===== config.mk =====
export PLATFORM = sky130hd
export DESIGN_NAME = sgram_burst_ctrl
export DESIGN_NICKNAME = d
export VERILOG_FILES = /design/src/verilog/sgram_pkg.sv /design/src/verilog/sgram_burst_ctrl.sv
export SDC_FILE = /design/constraint.sdc
export NUM_CORES = 1
export LEC_CHECK = 0
export BUFFER_PORTS_ARGS = -buffer_cell sky130_fd_sc_hd__buf_2
export CAP_MARGIN = 10
export CORE_UTILIZATION = 45
export CTS_CLUSTER_SIZE = 12
export DETAILED_ROUTE_END_ITERATION = 16
export GPL_ROUTABILITY_DRIVEN = 0
export GPL_TIMING_DRIVEN = 0
export HOLD_SLACK_MARGIN = 0.02
export PLACE_DENSITY_LB_ADDON = 0.2
export SYNTH_ARGS = -nofsm -noshare
export SYNTH_HDL_FRONTEND = slang
export SYNTH_SLANG_ARGS = --single-unit

===== constraint.sdc =====
create_clock -name mclk -period 2.7 [get_ports mclk]
set_input_delay 0.135 -clock mclk [delete_from_list [all_inputs] [get_ports mclk]]
set_output_delay 0.135 -clock mclk [all_outputs]
set_load 0.005 [all_outputs]

===== src/verilog/sgram_pkg.sv =====
/*
 * Shared constants for the graphics DRAM command interval and burst
 * termination block: register map, field positions, reset values,
 * timing counts and the command and burst state enumerations.
 * Assumes a 100 MHz system clock.
 */
package sgram_pkg;

    // clock and timing
    localparam int PERIOD_NS           = 10;
    localparam int PRECHARGE_TIME_NS   = 30;
    localparam int PRECHARGE_CYC       =
        (PRECHARGE_TIME_NS + PERIOD_NS - 1) / PERIOD_NS;
    localparam int FULL_PAGE_LEN       = 256;
    localparam int PIN_W               = 52;

    // register byte offsets
    localparam logic [7:0] CFG_OFS     = 8'h00;
    localparam logic [7:0] STAT_OFS    = 8'h04;

    // configuration fields and reset value
    localparam int CFG_CL3_BIT         = 0;
    localparam int CFG_FULL_BIT        = 1;
    localparam int CFG_BL_LSB          = 2;
    localparam logic [3:0] CFG_RST     = 4'h8;

    // status fields
    localparam int STAT_RD_BIT         = 0;
    localparam int STAT_WR_BIT         = 1;
    localparam int STAT_OPEN_LSB       = 2;
    localparam int STAT_PRE_LSB        = 4;

    typedef enum logic [2:0] {
        CMD_NOP, CMD_ACT, CMD_RD, CMD_WR, CMD_BW, CMD_PRE, CMD_HALT
    } cmd_e;

    typedef enum logic [1:0] {
        ST_IDLE  = 2'b00,
        ST_READ  = 2'b01,
        ST_WRITE = 2'b11
    } burst_e;

endpackage : sgram_pkg


===== src/verilog/sgram_burst_ctrl.sv =====
/*
 * Command decode, burst sequencing and burst termination of a 32-bit
 * synchronous graphics DRAM, two banks. Pins are synchronised, then
 * read/write/block write bursts are driven onto a simple array port.
 * Assumes an array with combinational read on the registered column,
 * and an APB master for the configuration and status registers.
 */
// Decided for this implementation: the register addresses and the APB register port.
`timescale 1ns/10ps

module sgram_burst_ctrl
    import sgram_pkg::*;
#(
    parameter int COL_W = 8
) (
    // clock and reset
    input  wire logic               mclk,
    input  wire logic               rst_b,
    // apb slave
    input  wire logic               psel,
    input  wire logic               penable,
    input  wire logic               pwrite,
    input  wire logic [7:0]         paddr,
    input  wire logic [31:0]        pwdata,
    output logic      [31:0]        prdata,
    output logic                    pready,
    output logic                    pslverr,
    // command pins from the memory controller
    input  wire logic               cs_b,
    input  wire logic               ras_b,
    input  wire logic               cas_b,
    input  wire logic               we_b,
    input  wire logic               dsf,
    input  wire logic               bankSel,
    input  wire logic [9:0]         addrPin,
    input  wire logic [3:0]         dqm,
    // data pins, split
    input  wire logic [31:0]        dqIn,
    output logic      [31:0]        dqOut,
    output logic                    dqOe_b,
    // array port
    output logic                    arrRdEn,
    output logic                    arrWrEn,
    output logic                    arrBlkWr,
    output logic                    arrBank,
    output logic      [COL_W-1:0]   arrCol,
    output logic      [31:0]        arrWrData,
    output logic      [3:0]         arrWrMask,
    input  wire logic [31:0]        arrRdData
);
    import sgram_pkg::*;

    // pin synchroniser
    logic [PIN_W-1:0] pinS1_q, pinS2_q;
    logic             sCs_b, sRas_b, sCas_b, sWe_b, sDsf, sBank;
    logic [9:0]       sAddr;
    logic [3:0]       sDqm;
    logic [31:0]      sDq;
    cmd_e             cmd;

    always_ff @(posedge mclk or negedge rst_b) begin
        if (!rst_b) begin
            pinS1_q <= '1;
            pinS2_q <= '1;
        end else begin
            pinS1_q <= {cs_b, ras_b, cas_b, we_b, dsf, bankSel,
                        addrPin, dqm, dqIn};
            pinS2_q <= pinS1_q;
        end
    end

    assign {sCs_b, sRas_b, sCas_b, sWe_b, sDsf, sBank,
            sAddr, sDqm, sDq} = pinS2_q;

    always_comb begin
        cmd = CMD_NOP;
        if (!sCs_b) begin
            case ({sRas_b, sCas_b, sWe_b})
                3'b011:  cmd = CMD_ACT;
                3'b101:  cmd = CMD_RD;
                3'b100:  cmd = sDsf ? CMD_BW : CMD_WR;
                3'b010:  cmd = CMD_PRE;
                3'b110:  cmd = CMD_HALT;
                default: cmd = CMD_NOP;
            endcase
        end
    end

    // configuration and apb
    logic [3:0]  cfg_q, cfg_d;
    logic [31:0] prdata_d;
    logic        pready_d, pslverr_d;
    logic        cl3, fullPg;
    logic [1:0]  blCode;
    logic [31:0] statWord;

    assign cl3    = cfg_q[CFG_CL3_BIT];
    assign fullPg = cfg_q[CFG_FULL_BIT];
    assign blCode = cfg_q[CFG_BL_LSB +: 2];

    always_comb begin
        cfg_d     = cfg_q;
        prdata_d  = prdata;
        pready_d  = psel && !penable && !pready;
        pslverr_d = 1'b0;
        if (psel && !penable) begin
            if (paddr == CFG_OFS) begin
                prdata_d = {28'h0000000, cfg_q};
            end else if (paddr == STAT_OFS) begin
                prdata_d = statWord;
            end else begin
                prdata_d  = 32'h00000000;
                pslverr_d = 1'b1;
            end
        end
        if (psel && penable && pready && pwrite && paddr == CFG_OFS) begin
            cfg_d = pwdata[3:0];
        end
    end

    always_ff @(posedge mclk or negedge rst_b) begin
        if (!rst_b) begin
            cfg_q   <= CFG_RST;
            prdata  <= 32'h00000000;
            pready  <= 1'b0;
            pslverr <= 1'b0;
        end else begin
            cfg_q   <= cfg_d;
            prdata  <= prdata_d;
            pready  <= pready_d;
            pslverr <= pslverr_d;
        end
    end

    // bank open flags and precharge timers
    logic [1:0] open_q, open_d;
    logic [1:0] preCnt_q [2];
    logic [1:0] preCnt_d [2];
    logic [1:0] preBusy;

    always_comb begin
        open_d   = open_q;
        preCnt_d = preCnt_q;
        for (int b = 0; b < 2; b++) begin
            if (preCnt_q[b] != 2'd0) begin
                preCnt_d[b] = preCnt_q[b] - 2'd1;
            end
            preBusy[b] = (preCnt_q[b] != 2'd0);
        end
        // reopen only after the precharge time
        if (cmd == CMD_ACT && !preBusy[sBank]) begin
            open_d[sBank] = 1'b1;
        end
        if (cmd == CMD_PRE) begin
            open_d[sBank]   = 1'b0;
            preCnt_d[sBank] = 2'(PRECHARGE_CYC - 1);
        end
    end

    always_ff @(posedge mclk or negedge rst_b) begin
        if (!rst_b) begin
            open_q   <= 2'b00;
            preCnt_q <= '{2'd0, 2'd0};
        end else begin
            open_q   <= open_d;
            preCnt_q <= preCnt_d;
        end
    end

    // burst sequencer
    burst_e           st_q, st_d;
    logic [8:0]       cnt_q, cnt_d;
    logic [COL_W-1:0] col_q, col_d;
    logic             bk_q, bk_d, full_q, full_d;
    logic             rdEn_d, wrEn_d, blk_d, bankOut_d, cont;
    logic [COL_W-1:0] colOut_d;
    logic [31:0]      wrData_d;
    logic [3:0]       mask_d;
    logic [8:0]       len;
    logic             tgtOpen, fullRd;

    assign len     = fullPg ? 9'(FULL_PAGE_LEN) : 9'(1 << blCode);
    assign tgtOpen = open_q[sBank];
    assign fullRd  = (st_q == ST_READ) && full_q;
    assign statWord = {26'h0, preBusy, open_q,
                       st_q == ST_WRITE, st_q == ST_READ};

    always_comb begin
        st_d      = st_q;
        cnt_d     = cnt_q;
        col_d     = col_q;
        bk_d      = bk_q;
        full_d    = full_q;
        rdEn_d    = 1'b0;
        wrEn_d    = 1'b0;
        blk_d     = 1'b0;
        bankOut_d = arrBank;
        colOut_d  = arrCol;
        wrData_d  = arrWrData;
        mask_d    = arrWrMask;
        cont      = 1'b1;
        case (cmd)
            CMD_RD: begin
                if (tgtOpen) begin
                    cont      = 1'b0;
                    rdEn_d    = 1'b1;
                    bankOut_d = sBank;
                    colOut_d  = sAddr[COL_W-1:0];
                    col_d     = sAddr[COL_W-1:0] + 1'b1;
                    bk_d      = sBank;
                    full_d    = fullPg;
                    cnt_d     = len - 9'd1;
                    st_d      = (len == 9'd1) ? ST_IDLE : ST_READ;
                end
            end
            CMD_WR, CMD_BW: begin
                if (tgtOpen && !fullRd) begin
                    // fresh burst starts with this word
                    cont      = 1'b0;
                    bankOut_d = sBank;
                    colOut_d  = sAddr[COL_W-1:0];
                    wrData_d  = sDq;
                    mask_d    = sDqm;
                    bk_d      = sBank;
                    full_d    = fullPg;
                    if (cmd == CMD_BW) begin
                        blk_d = 1'b1;
                        st_d  = ST_IDLE;
                    end else begin
                        wrEn_d = 1'b1;
                        col_d  = sAddr[COL_W-1:0] + 1'b1;
                        cnt_d  = len - 9'd1;
                        st_d   = (len == 9'd1) ? ST_IDLE : ST_WRITE;
                    end
                end
            end
            CMD_PRE: begin
                // precharge ends the burst on its bank
                if (sBank == bk_q && st_q != ST_IDLE) begin
                    cont = 1'b0;
                    st_d = ST_IDLE;
                end
            end
            CMD_HALT: begin
                // halt acts only on a full page burst
                if (full_q && st_q != ST_IDLE) begin
                    cont = 1'b0;
                    st_d = ST_IDLE;
                end
            end
            default: begin
            end
        endcase
        if (cont && st_q != ST_IDLE) begin
            bankOut_d = bk_q;
            colOut_d  = col_q;
            // sequential order wraps inside the row
            col_d     = col_q + 1'b1;
            if (st_q == ST_READ) begin
                rdEn_d = 1'b1;
            end else begin
                wrEn_d   = 1'b1;
                wrData_d = sDq;
                mask_d   = sDqm;
            end
            if (!full_q) begin
                cnt_d = cnt_q - 9'd1;
                if (cnt_q == 9'd1) begin
                    st_d = ST_IDLE;
                end
            end
        end
    end

    always_ff @(posedge mclk or negedge rst_b) begin
        if (!rst_b) begin
            st_q      <= ST_IDLE;
            cnt_q     <= 9'd0;
            col_q     <= '0;
            bk_q      <= 1'b0;
            full_q    <= 1'b0;
            arrRdEn   <= 1'b0;
            arrWrEn   <= 1'b0;
            arrBlkWr  <= 1'b0;
            arrBank   <= 1'b0;
            arrCol    <= '0;
            arrWrData <= 32'h00000000;
            arrWrMask <= 4'h0;
        end else begin
            st_q      <= st_d;
            cnt_q     <= cnt_d;
            col_q     <= col_d;
            bk_q      <= bk_d;
            full_q    <= full_d;
            arrRdEn   <= rdEn_d;
            arrWrEn   <= wrEn_d;
            arrBlkWr  <= blk_d;
            arrBank   <= bankOut_d;
            arrCol    <= colOut_d;
            arrWrData <= wrData_d;
            arrWrMask <= mask_d;
        end
    end

    // read data pipe; fetched words drain, none follow
    logic        p0V_q, p1V_q, p0V_d, p1V_d;
    logic [31:0] p0D_q, p1D_q, p0D_d, p1D_d, dqOut_d;
    logic [3:0]  dm0_q, dm1_q;
    logic        dqOe_d, outV;
    logic [3:0]  outDm;

    always_comb begin
        p0V_d   = arrRdEn;
        p0D_d   = arrRdEn ? arrRdData : p0D_q;
        p1V_d   = p0V_q;
        p1D_d   = p0D_q;
        outV    = cl3 ? p1V_q : p0V_q;
        outDm   = cl3 ? dm1_q : dm0_q;
        dqOut_d = cl3 ? p1D_q : p0D_q;
        dqOe_d  = !(outV && outDm != 4'hf);
    end

    always_ff @(posedge mclk or negedge rst_b) begin
        if (!rst_b) begin
            p0V_q  <= 1'b0;
            p1V_q  <= 1'b0;
            p0D_q  <= 32'h00000000;
            p1D_q  <= 32'h00000000;
            dm0_q  <= 4'hf;
            dm1_q  <= 4'hf;
            dqOut  <= 32'h00000000;
            dqOe_b <= 1'b1;
        end else begin
            p0V_q  <= p0V_d;
            p1V_q  <= p1V_d;
            p0D_q  <= p0D_d;
            p1D_q  <= p1D_d;
            dm0_q  <= sDqm;
            dm1_q  <= dm0_q;
            dqOut  <= dqOut_d;
            dqOe_b <= dqOe_d;
        end
    end
endmodule : sgram_burst_ctrl


Word-level counts from Yosys, hierarchy flattened. Index checks and enable logic that the tools add are counted.

Register bits: 324. Output and inout bits: 115. Logic and storage cells: 183.

Add/subtract/negate cells: 6. Shifts and indexed selects: 1. Magnitude comparators: 4. Bitwise operators: 7. Equal/unequal tests: 23. Reductions and logical operators: 30. Muxes and demuxes: 83.

Operators by type and width (count): $mux W32 (5); $mux W8 (7); $mux W9 (6); $pmux W8 S2 (2); $mux W1 (31); $mux W2 (14); $mux W4 (6); $eq A3 B3 Y1 const B (6); $eq A9 B1 Y1 const B (2); $pmux W9 S2 (1); $sub A9 B1 Y9 const B (2); $add A8 B1 Y8 const B (2); $logic_and A1 B1 Y1 (15); $pmux W3 S5 (1); $eq A3 B2 Y1 const B (4); $mux W6 (2); $ne A3 B3 Y1 const B (3); $shl A1 B2 Y9 const A (1); $eq A8 B3 Y1 const B (1); $logic_not A8 Y1 (1); $pmux W2 S4 (1); $reduce_bool A2 Y1 (4); $mux W3 (2); $reduce_and A3 Y1 (2); other kinds (23) (33).

Longest topological paths before layout. Gate-level depths: netlist of the first run.

Depth in word-level cells: 10. Depth in mapped cells: 12.

Worst setup path after synthesis of the first run. Ideal clock, no wire load.

Kind: reg-to-reg. Start: reg pinS2_q[50]. End: reg col_q[6]. Stages on the path, launching flop included: 13. Slack: -0.062 ns. Data required time: 2.554 ns. Arrival time: 2.615 ns. Clock period less this slack: 2.762 ns. Path buffers: 2. Cell sequence: dfstp_2 > or3b_1 > buf_6 > a211o_1 > nand3_2 > buf_6 > mux2_2 > ha_1 > and3_1 > nand3_1 > xnor2_1 > nand2_1 > o311ai_0.

Word-level cells in the longest chain between the ends: 9. Elaborated cells on any way between the ends: 22.

Ends and longest elaborated chain: start, declared (RTL line sgram_burst_ctrl.sv:54) `logic [PIN_W-1:0] pinS1_q, pinS2_q;`; start signal, assigned (RTL line sgram_burst_ctrl.sv:68) `pinS2_q <= pinS1_q;`; $eq A3 B3 Y1 or $eq A3 B2 Y1 (tied branches) (RTL line sgram_burst_ctrl.sv:78) `case ({sRas_b, sCas_b, sWe_b})`; $pmux W3 S5 (*) (RTL line sgram_burst_ctrl.sv:78); $mux W3 (*) (RTL line sgram_burst_ctrl.sv:77) `if (!sCs_b) begin`; $eq A3 B3 Y1 or $eq A3 B2 Y1 (tied branches) (RTL line sgram_burst_ctrl.sv:202, sgram_burst_ctrl.sv:226); $reduce_or A2 Y1 (RTL line sgram_burst_ctrl.sv:202) `case (cmd)`; $pmux W1 S4 (RTL line sgram_burst_ctrl.sv:202); $logic_and A1 B1 Y1 (RTL line sgram_burst_ctrl.sv:254) `if (cont && st_q != ST_IDLE) begin`; $ne A3 B3 Y1 (no source line) or $reduce_bool A3 Y1 (tied branches); $reduce_and A4 Y1 (no source line); end signal, assigned (RTL line sgram_burst_ctrl.sv:292) `col_q <= col_d;`; end, declared (RTL line sgram_burst_ctrl.sv:173) `logic [COL_W-1:0] col_q, col_d;`.

Every way passes the cells marked *; elsewhere a longest branch is shown, timed or not. A chain may end at the register's enable or synchronous reset.

Worst setup path after layout of the first run. Same ends and word-level chain as after synthesis.

==> results of run 1 <==
## placed cells by master (no fill, tap or decap), types with 4 or more instances in the layout
cell,n
mux2_4,5
o21ai_0,6
ha_1,5
xnor2_1,4
nor4_1,4
o31ai_1,6
dfrtp_1,184
clkbuf_8,5
nor2_1,27
or3_1,7
o211ai_1,9
nand3_1,9
dfstp_2,110
inv_1,7
conb_1,26
mux2_2,79
mux2i_1,12
clkbuf_16,30
nand4_1,5
mux2_1,27
clkbuf_1,28
dlygate4sd3_1,95
a21oi_1,26
nand2_1,32
buf_2,188
o221a_2,4
buf_4,35
nor3_1,10
## worst max-delay path, stage by stage, from the launching register on
cell and delay [ns]:
dfstp_2 0.52, or3b_1 0.35, buf_6 0.15, a211o_1 0.29, nand3_4 0.10, mux2_4 0.32, ha_4 0.18, and3_4 0.19
nand3_2 0.08, xnor2_1 0.06, nand2_1 0.06, o311ai_0 0.11
## final cells by class
class	count	area [um^2]	area share, %
Buffer	52	339	2.41
Clock buffer	52	883	6.29
Sequential cell	294	7490	53.4
Tap cell	313	392	2.79
Multi-Input combinational cell	364	2890	20.6
Clock inverter	4	36.3	0.258
Antenna cell	1	2.50	0.0178
Timing Repair Buffer	287	1980	14.1
Inverter	7	26.3	0.187
## state kept, by name (all words and copies together) (netlist names), 2 cells and up, named ones only
signal,flops
pinS1_q,50
pinS2_q,50
arrWrData,32
dqOut,32
p0D_q,32
p1D_q,32
cnt_q,9
arrCol,8
col_q,8
prdata,6
arrWrMask,4
cfg_q,4
dm0_q,4
dm1_q,4
preCnt_q,4
st_q,2
## path summary, 6_finish.rpt
kind,end,slack [ns],depth (start not counted),start
worst min register to register,pinS2_q[50],0.35,0,pinS1_q[50]
min in group asynchronous,arrWrData[8],0.12,2,rst_b
worst max-delay path,col_q[6],0.14,11,pinS2_q[50]
worst max register to register,col_q[6],0.14,11,pinS2_q[50]
worst min-delay path,prdata[0],0.05,3,penable
max in group asynchronous,p0D_q[28],1.63,3,rst_b
## what timing repair did
action / 4_1_cts / 5_1_grt
endpoints found under the setup margin: 2 / 1
resized for setup: 4 / 3
hold endpoints to repair: 155 / 0
pin swaps: 2 / 2
hold buffers: 95 / 0
buffers inserted: 3 / 1
## layer usage
layer | GRT usage (%) | part of all wire, % | up-vias
met5 | 0 | 0 | -
met4 | 4.72 | 1.9 | 0
met3 | 4.81 | 6.4 | 32
met2 | 31.5 | 51 | 173
met1 | 22.4 | 41 | 3241
li1 | - | - | 3081
## power by group through the flow
stage | registers, W | logic (W) | clock network (W)
2_1_floorplan | 0.00614 | 0.000972 | 0
3_3_place_gp | 0.00616 | 0.00185 | 0
3_5_place_dp | 0.00620 | 0.00191 | 0
4_1_cts | 0.00615 | 0.00203 | 0.00395
5_1_grt | 0.00629 | 0.00222 | 0.00411
6_report | 0.00614 | 0.00199 | 0.00382
## stage by stage
step	setup WS (ns)	power [W]	utilization, %
after floorplan	0.00524	0.00711	-
after detailed placement	-0.195	0.00811	52.9
final	0.144	0.0120	61.3
after CTS	0.0206	0.0121	61.2
after global routing	0.0164	0.0126	61.3
after global placement	-3.76	0.00800	52.6
## logic make-up (layout without fill, tap and decap cells)
logic type,after synthesis,after routing
and+or+nand+nor,121,121
AOI/OAI and AO/OA,80,80
buffers and inverters,60,402
other,1,27
muxes,124,124
DFF,294,294
xor gates and xnor gates,7,7
adders and majority gates,6,6
==> results.txt, run 1 <==
Clk pwr share: 32.0%
Synthesized instance count: 693
Die height: 156 um
Final-stage net count: 1,171
Largest cells by area after synthesis: dfrtp_1 (43%), dfstp_2 (27%), mux2_2 (8.6%)
Count of final setup violators: 0
Antenna violations before repair: 1
Fin. Hold Viols: 0
Slew Limit Fails: 0
WL per Instance: 15.3 um
Fmax achieved: 391 MHz
Number of distinct library cells after synthesis: 64
Sw Share: 25.1%
First-pass GRT wire length: 35,100 um
Share of cells above drive strength 1: 45.6%
Register area share after synthesis: 70.6%
CTS buffer count: 30
Max FO, Critical Path: 8
Synthesized-area fraction occupied by xor and xnor cells: 0.577%
Post-Synth Adder-Cell Area: 0.707%
Gr ovfl total: 0
Hold_ws: 0.0489 ns
Post-DP HPWL: 13,700 um
Leakage: 6.38 nW
Crit. End Element: flop
Internal Power: 0.00895 W
Skew final: 0.0132 ns
Share of the synthesized area in the top cell type: 43.4%
Area leader, netlist: dfrtp_1
Worst-Margin Slew: 0.649 ns
Setup_tns: 0 ns
Critical Path RT: 3.09 ns
Number of synthesized flops with an enable pin: 0
ANT nets after route: 0
Slew headroom: 56.7%
GR Util All Layers: 18.1%
DR DRC count: 0
CTS tree: done
Clk Latency, worst-skew pair: 0.54 ns
Syn Area/Cell: 15.3 um^2
Number of global-route vias before repair: 6,936
Post-Syn Area: 0.0106 mm^2
Critical path class: reg2reg
Asr flop ratio synth: 100%
Sequential share of power: 51.3%
H-tree Lvls: 1
DRT Wirelength: 21,100 um
Fin area: 0.0140 mm^2
Horiz. Die Dim: 156 um
Die ar.: 0.0242 mm^2
Post-synthesis compound-gate area fraction: 5.34%
Largest family of logic cells by synthesized area: multiplexers
Initial Util: 46.3%
Switching pwr: 0.00300 W
Fraction of the mapped netlist area in simple logic gates: 6.11%
Pwr Density: 851 mW/mm^2
Num rows: 55
Vias per cell: 4.75
Dpl cell area: 0.0121 mm^2
Placed insts: 1,219
Final Cycle Share: 94.7%
Clk sinks: 294
Startpoint Class: flop
Status: finished clean
Most common cell in the netlist: dfrtp_1
Fraction of synthesized area in multiplexers: 13.1%
Clock root buffer: clkbuf_16
Area delta synth->final: 32.2%
Worst EP arrival: 2.95 ns
Clock tree buffer depth: 3
# fillers: 1,807
Yosys reg bits: 294
Synth Flop Type: dfrtp_1
Cell Count, Final, Fillers Out: 1,374
DR pass1 iterations: 4
Reg clk slew, reported paths: 0.06 ns
Final Critical Period: 2.56 ns
PortBufs: 186
Max-cap violations: 0
DR vias: 6,527
Peak supply drop: 0.549 mV
Floorplan core area: 0.0229 mm^2
Commonest cells post-synth: dfrtp_1 (184), dfstp_2 (110), mux2_2 (81)
# IOs: 244
Initial DRC count: 196
Hold Crit Class: in2reg
Syn. warnings: 0
Largest net degree at the start of global routing: 118
Comb pwr share: 16.7%
RSZ-0062 raised after global routing: no
(Power assumes the default switching activity.)
==> run 2, diff against run 1 <==
- RECOVER_POWER: not set -> 25
==> results.txt, run 2 (synthesis gave the netlist of run 1 again) <==
Status: finished, violations left (was finished clean)
Failing checks: max-capacitance violations, max-slew violations
Peak supply drop: 0.549 mV (about the same)
Share of cells above drive strength 1: 45.5% (was 45.6%)
ANT nets after route: 0 (unchanged)
Fin. Hold Viols: 0 (unchanged)
Cell Count, Final, Fillers Out: 1,374 (unchanged)
Crit path cell chain: or3b_1 > buf_6 > a211o_1 > nand3_4 > mux2_4 > ha_4 > and3_4 > nand3_2 > xnor2_1 > nand2_1 > o311ai_0 (unchanged)
Metal2 WL: 10,700 um (about the same)
Startpoint Class: flop (unchanged)
Hold wc startpoint: penable (unchanged)
DR vias: 6,540 (was 6,527)
Switching pwr: 0.00300 W (about the same)
Final core utilization: 61.2% (was 61.3%)
Initial DRC count: 196 (unchanged)
First-pass GRT wire length: 35,100 um (unchanged)
Antenna violations before repair: 1 (unchanged)
# IOs: 244 (unchanged)
Largest net degree at the start of global routing: 118 (unchanged)
Comb pwr share: 16.7% (about the same)
Num rows: 55 (unchanged)
Slowest-stage cell, CP: dfstp_2 (unchanged)
Leakage: 6.37 nW (was 6.38 nW)
Final Critical Period: 2.55 ns (was 2.56 ns)
Placed insts: 1,219 (unchanged)
Slew Limit Fails: 63 (was 0)
Metal3 WL: 1340 um (was 1350 um)
CTS buffer count: 30 (unchanged)
Number of global-route vias before repair: 6,936 (unchanged)
Die ar.: 0.0242 mm^2 (unchanged)
Top Layer Used: met4 (unchanged)
Reg clk slew, reported paths: 0.06 ns (about the same)
Sw Share: 25.1% (about the same)
Worst-Margin Slew: 1.60 ns (was 0.649 ns)
Critical Path RT: 3.09 ns (about the same)
Top Registers: pinS1_q x50, pinS2_q x50 (unchanged)
DRT Wirelength: 21,100 um (about the same)
Final-stage net count: 1,171 (unchanged)
WL per Instance: 15.3 um (about the same)
Skew final: 0.0136 ns (was 0.0132 ns)
Sequential share of power: 51.4% (was 51.3%)
Commonest non-fill, non-tap cell in the layout: buf_2 (unchanged)
Clk pwr share: 32.0% (about the same)
Floorplan core area: 0.0229 mm^2 (unchanged)
Reg2reg setup slack: 0.15 ns (was 0.14 ns)
Horiz. Die Dim: 156 um (unchanged)
Crit path largest cell delay: 0.52 ns (about the same)
Clock tree buffer depth: 3 (unchanged)
Clock root buffer: clkbuf_16 (unchanged)
Met1 Wirelength: 8640 um (was 8660 um)
Hold Crit Class: in2reg (unchanged)
Pwr Density: 852 mW/mm^2 (was 851 mW/mm^2)
Fmax achieved: 391 MHz (about the same)
DR DRC count: 0 (unchanged)
CTS tree: done (unchanged)
Critical path class: reg2reg (unchanged)
Slew headroom: -6.36% (was 56.7%)
Max-cap violations: 1 (was 0)
CP Launch Point: pinS2_q[50] (unchanged)
GR Util All Layers: 18.1% (unchanged)
Crit. End Element: flop (unchanged)
PortBufs: 186 (unchanged)
Vias per cell: 4.76 (was 4.75)
Count of final setup violators: 0 (unchanged)
Max FO, Critical Path: 8 (unchanged)
Hold_ws: 0.0463 ns (was 0.0489 ns)
RSZ-0062 raised after global routing: no (unchanged)
Fin area: 0.0140 mm^2 (about the same)
Worst EP arrival: 2.95 ns (about the same)
Die height: 156 um (unchanged)
Gr ovfl total: 0 (unchanged)
Clk sinks: 294 (unchanged)
Post-DP HPWL: 13,700 um (unchanged)
FF-to-FF Start: pinS2_q[50] (unchanged)
DR pass1 iterations: 4 (unchanged)
Initial Util: 46.3% (unchanged)
Internal Power: 0.00895 W (about the same)
H-tree Lvls: 1 (unchanged)
Area delta synth->final: 32.1% (was 32.2%)
Clk Latency, worst-skew pair: 0.54 ns (about the same)
Dpl cell area: 0.0121 mm^2 (unchanged)
Final Cycle Share: 94.6% (was 94.7%)
Most frequent cells in the layout: buf_2 (186), dfrtp_1 (184), dfstp_2 (110) (was buf_2 (188), dfrtp_1 (184), dfstp_2 (110))
[run 2: metal layers]
layer / track usage (%) / vias up
li1: - / 3079
met1: 22.4 / 3265
met2: 31.5 / 164
met3: 4.81 / 32
met4: 4.72 / 0
met5: 0 / -
[run 2: path summary, 6_finish.rpt]
kind	cells past startpoint	end
max reg2reg	11	col_q[6]
min in group asynchronous	2	arrWrData[8]
min	3	prdata[0]
max	11	col_q[6]
min reg2reg	0	pinS2_q[50]
max in group asynchronous	3	p0D_q[28]
[run 2: what timing repair did]
item | CTS | global route
resized for setup | 4 | 3
setup buffers | 3 | 1
pin swaps | 2 | 2
hold buffers | 95 | 0
hold endpoints to repair | 155 | 0
setup endpoints to repair | 2 | 1
[run 2: layout make-up]
type                    count  area, um^2
fillers                  1809        8880
flip-flops and latches    294        7490
multi-input cells         364        2890
repair buffers            287        1970
clock buffers              52         883
well taps                 313         392
plain buffers              52         339
clock inverters             4        36.3
inverters                   7        26.3
diodes                      1        2.50
[run 2: critical path, delay by kind of cell, from the launching register on]
family | cells | cell delay, ns
AO/OA/AOI/OAI | 2 | 0.39
XOR/XNOR | 1 | 0.06
adder cells (fa/ha/maj) | 1 | 0.18
buffers and inverters | 1 | 0.15
flip-flops | 1 | 0.52
multiplexers | 1 | 0.32
AND/OR/NAND/NOR | 5 | 0.78
[run 2: power groups by stage]
stage | Sequential [W] | Combinational, W | Clock [W]
6_report | 0.00614 | 0.00199 | 0.00382
5_1_grt | 0.00629 | 0.00222 | 0.00411
4_1_cts | 0.00615 | 0.00203 | 0.00395
3_5_place_dp | 0.00620 | 0.00191 | 0
3_3_place_gp | 0.00616 | 0.00185 | 0
2_1_floorplan | 0.00614 | 0.000972 | 0
[run 2: through the flow]
stage / setup TNS [ns] / setup WS, ns / total power (W)
2_1_floorplan: 0 / 0.00524 / 0.00711
3_3_place_gp: -899.29 / -3.76 / 0.00800
3_5_place_dp: -0.235 / -0.195 / 0.00811
4_1_cts: 0 / 0.0206 / 0.0121
5_1_grt: 0 / 0.0164 / 0.0126
6_report: 0 / 0.146 / 0.0119
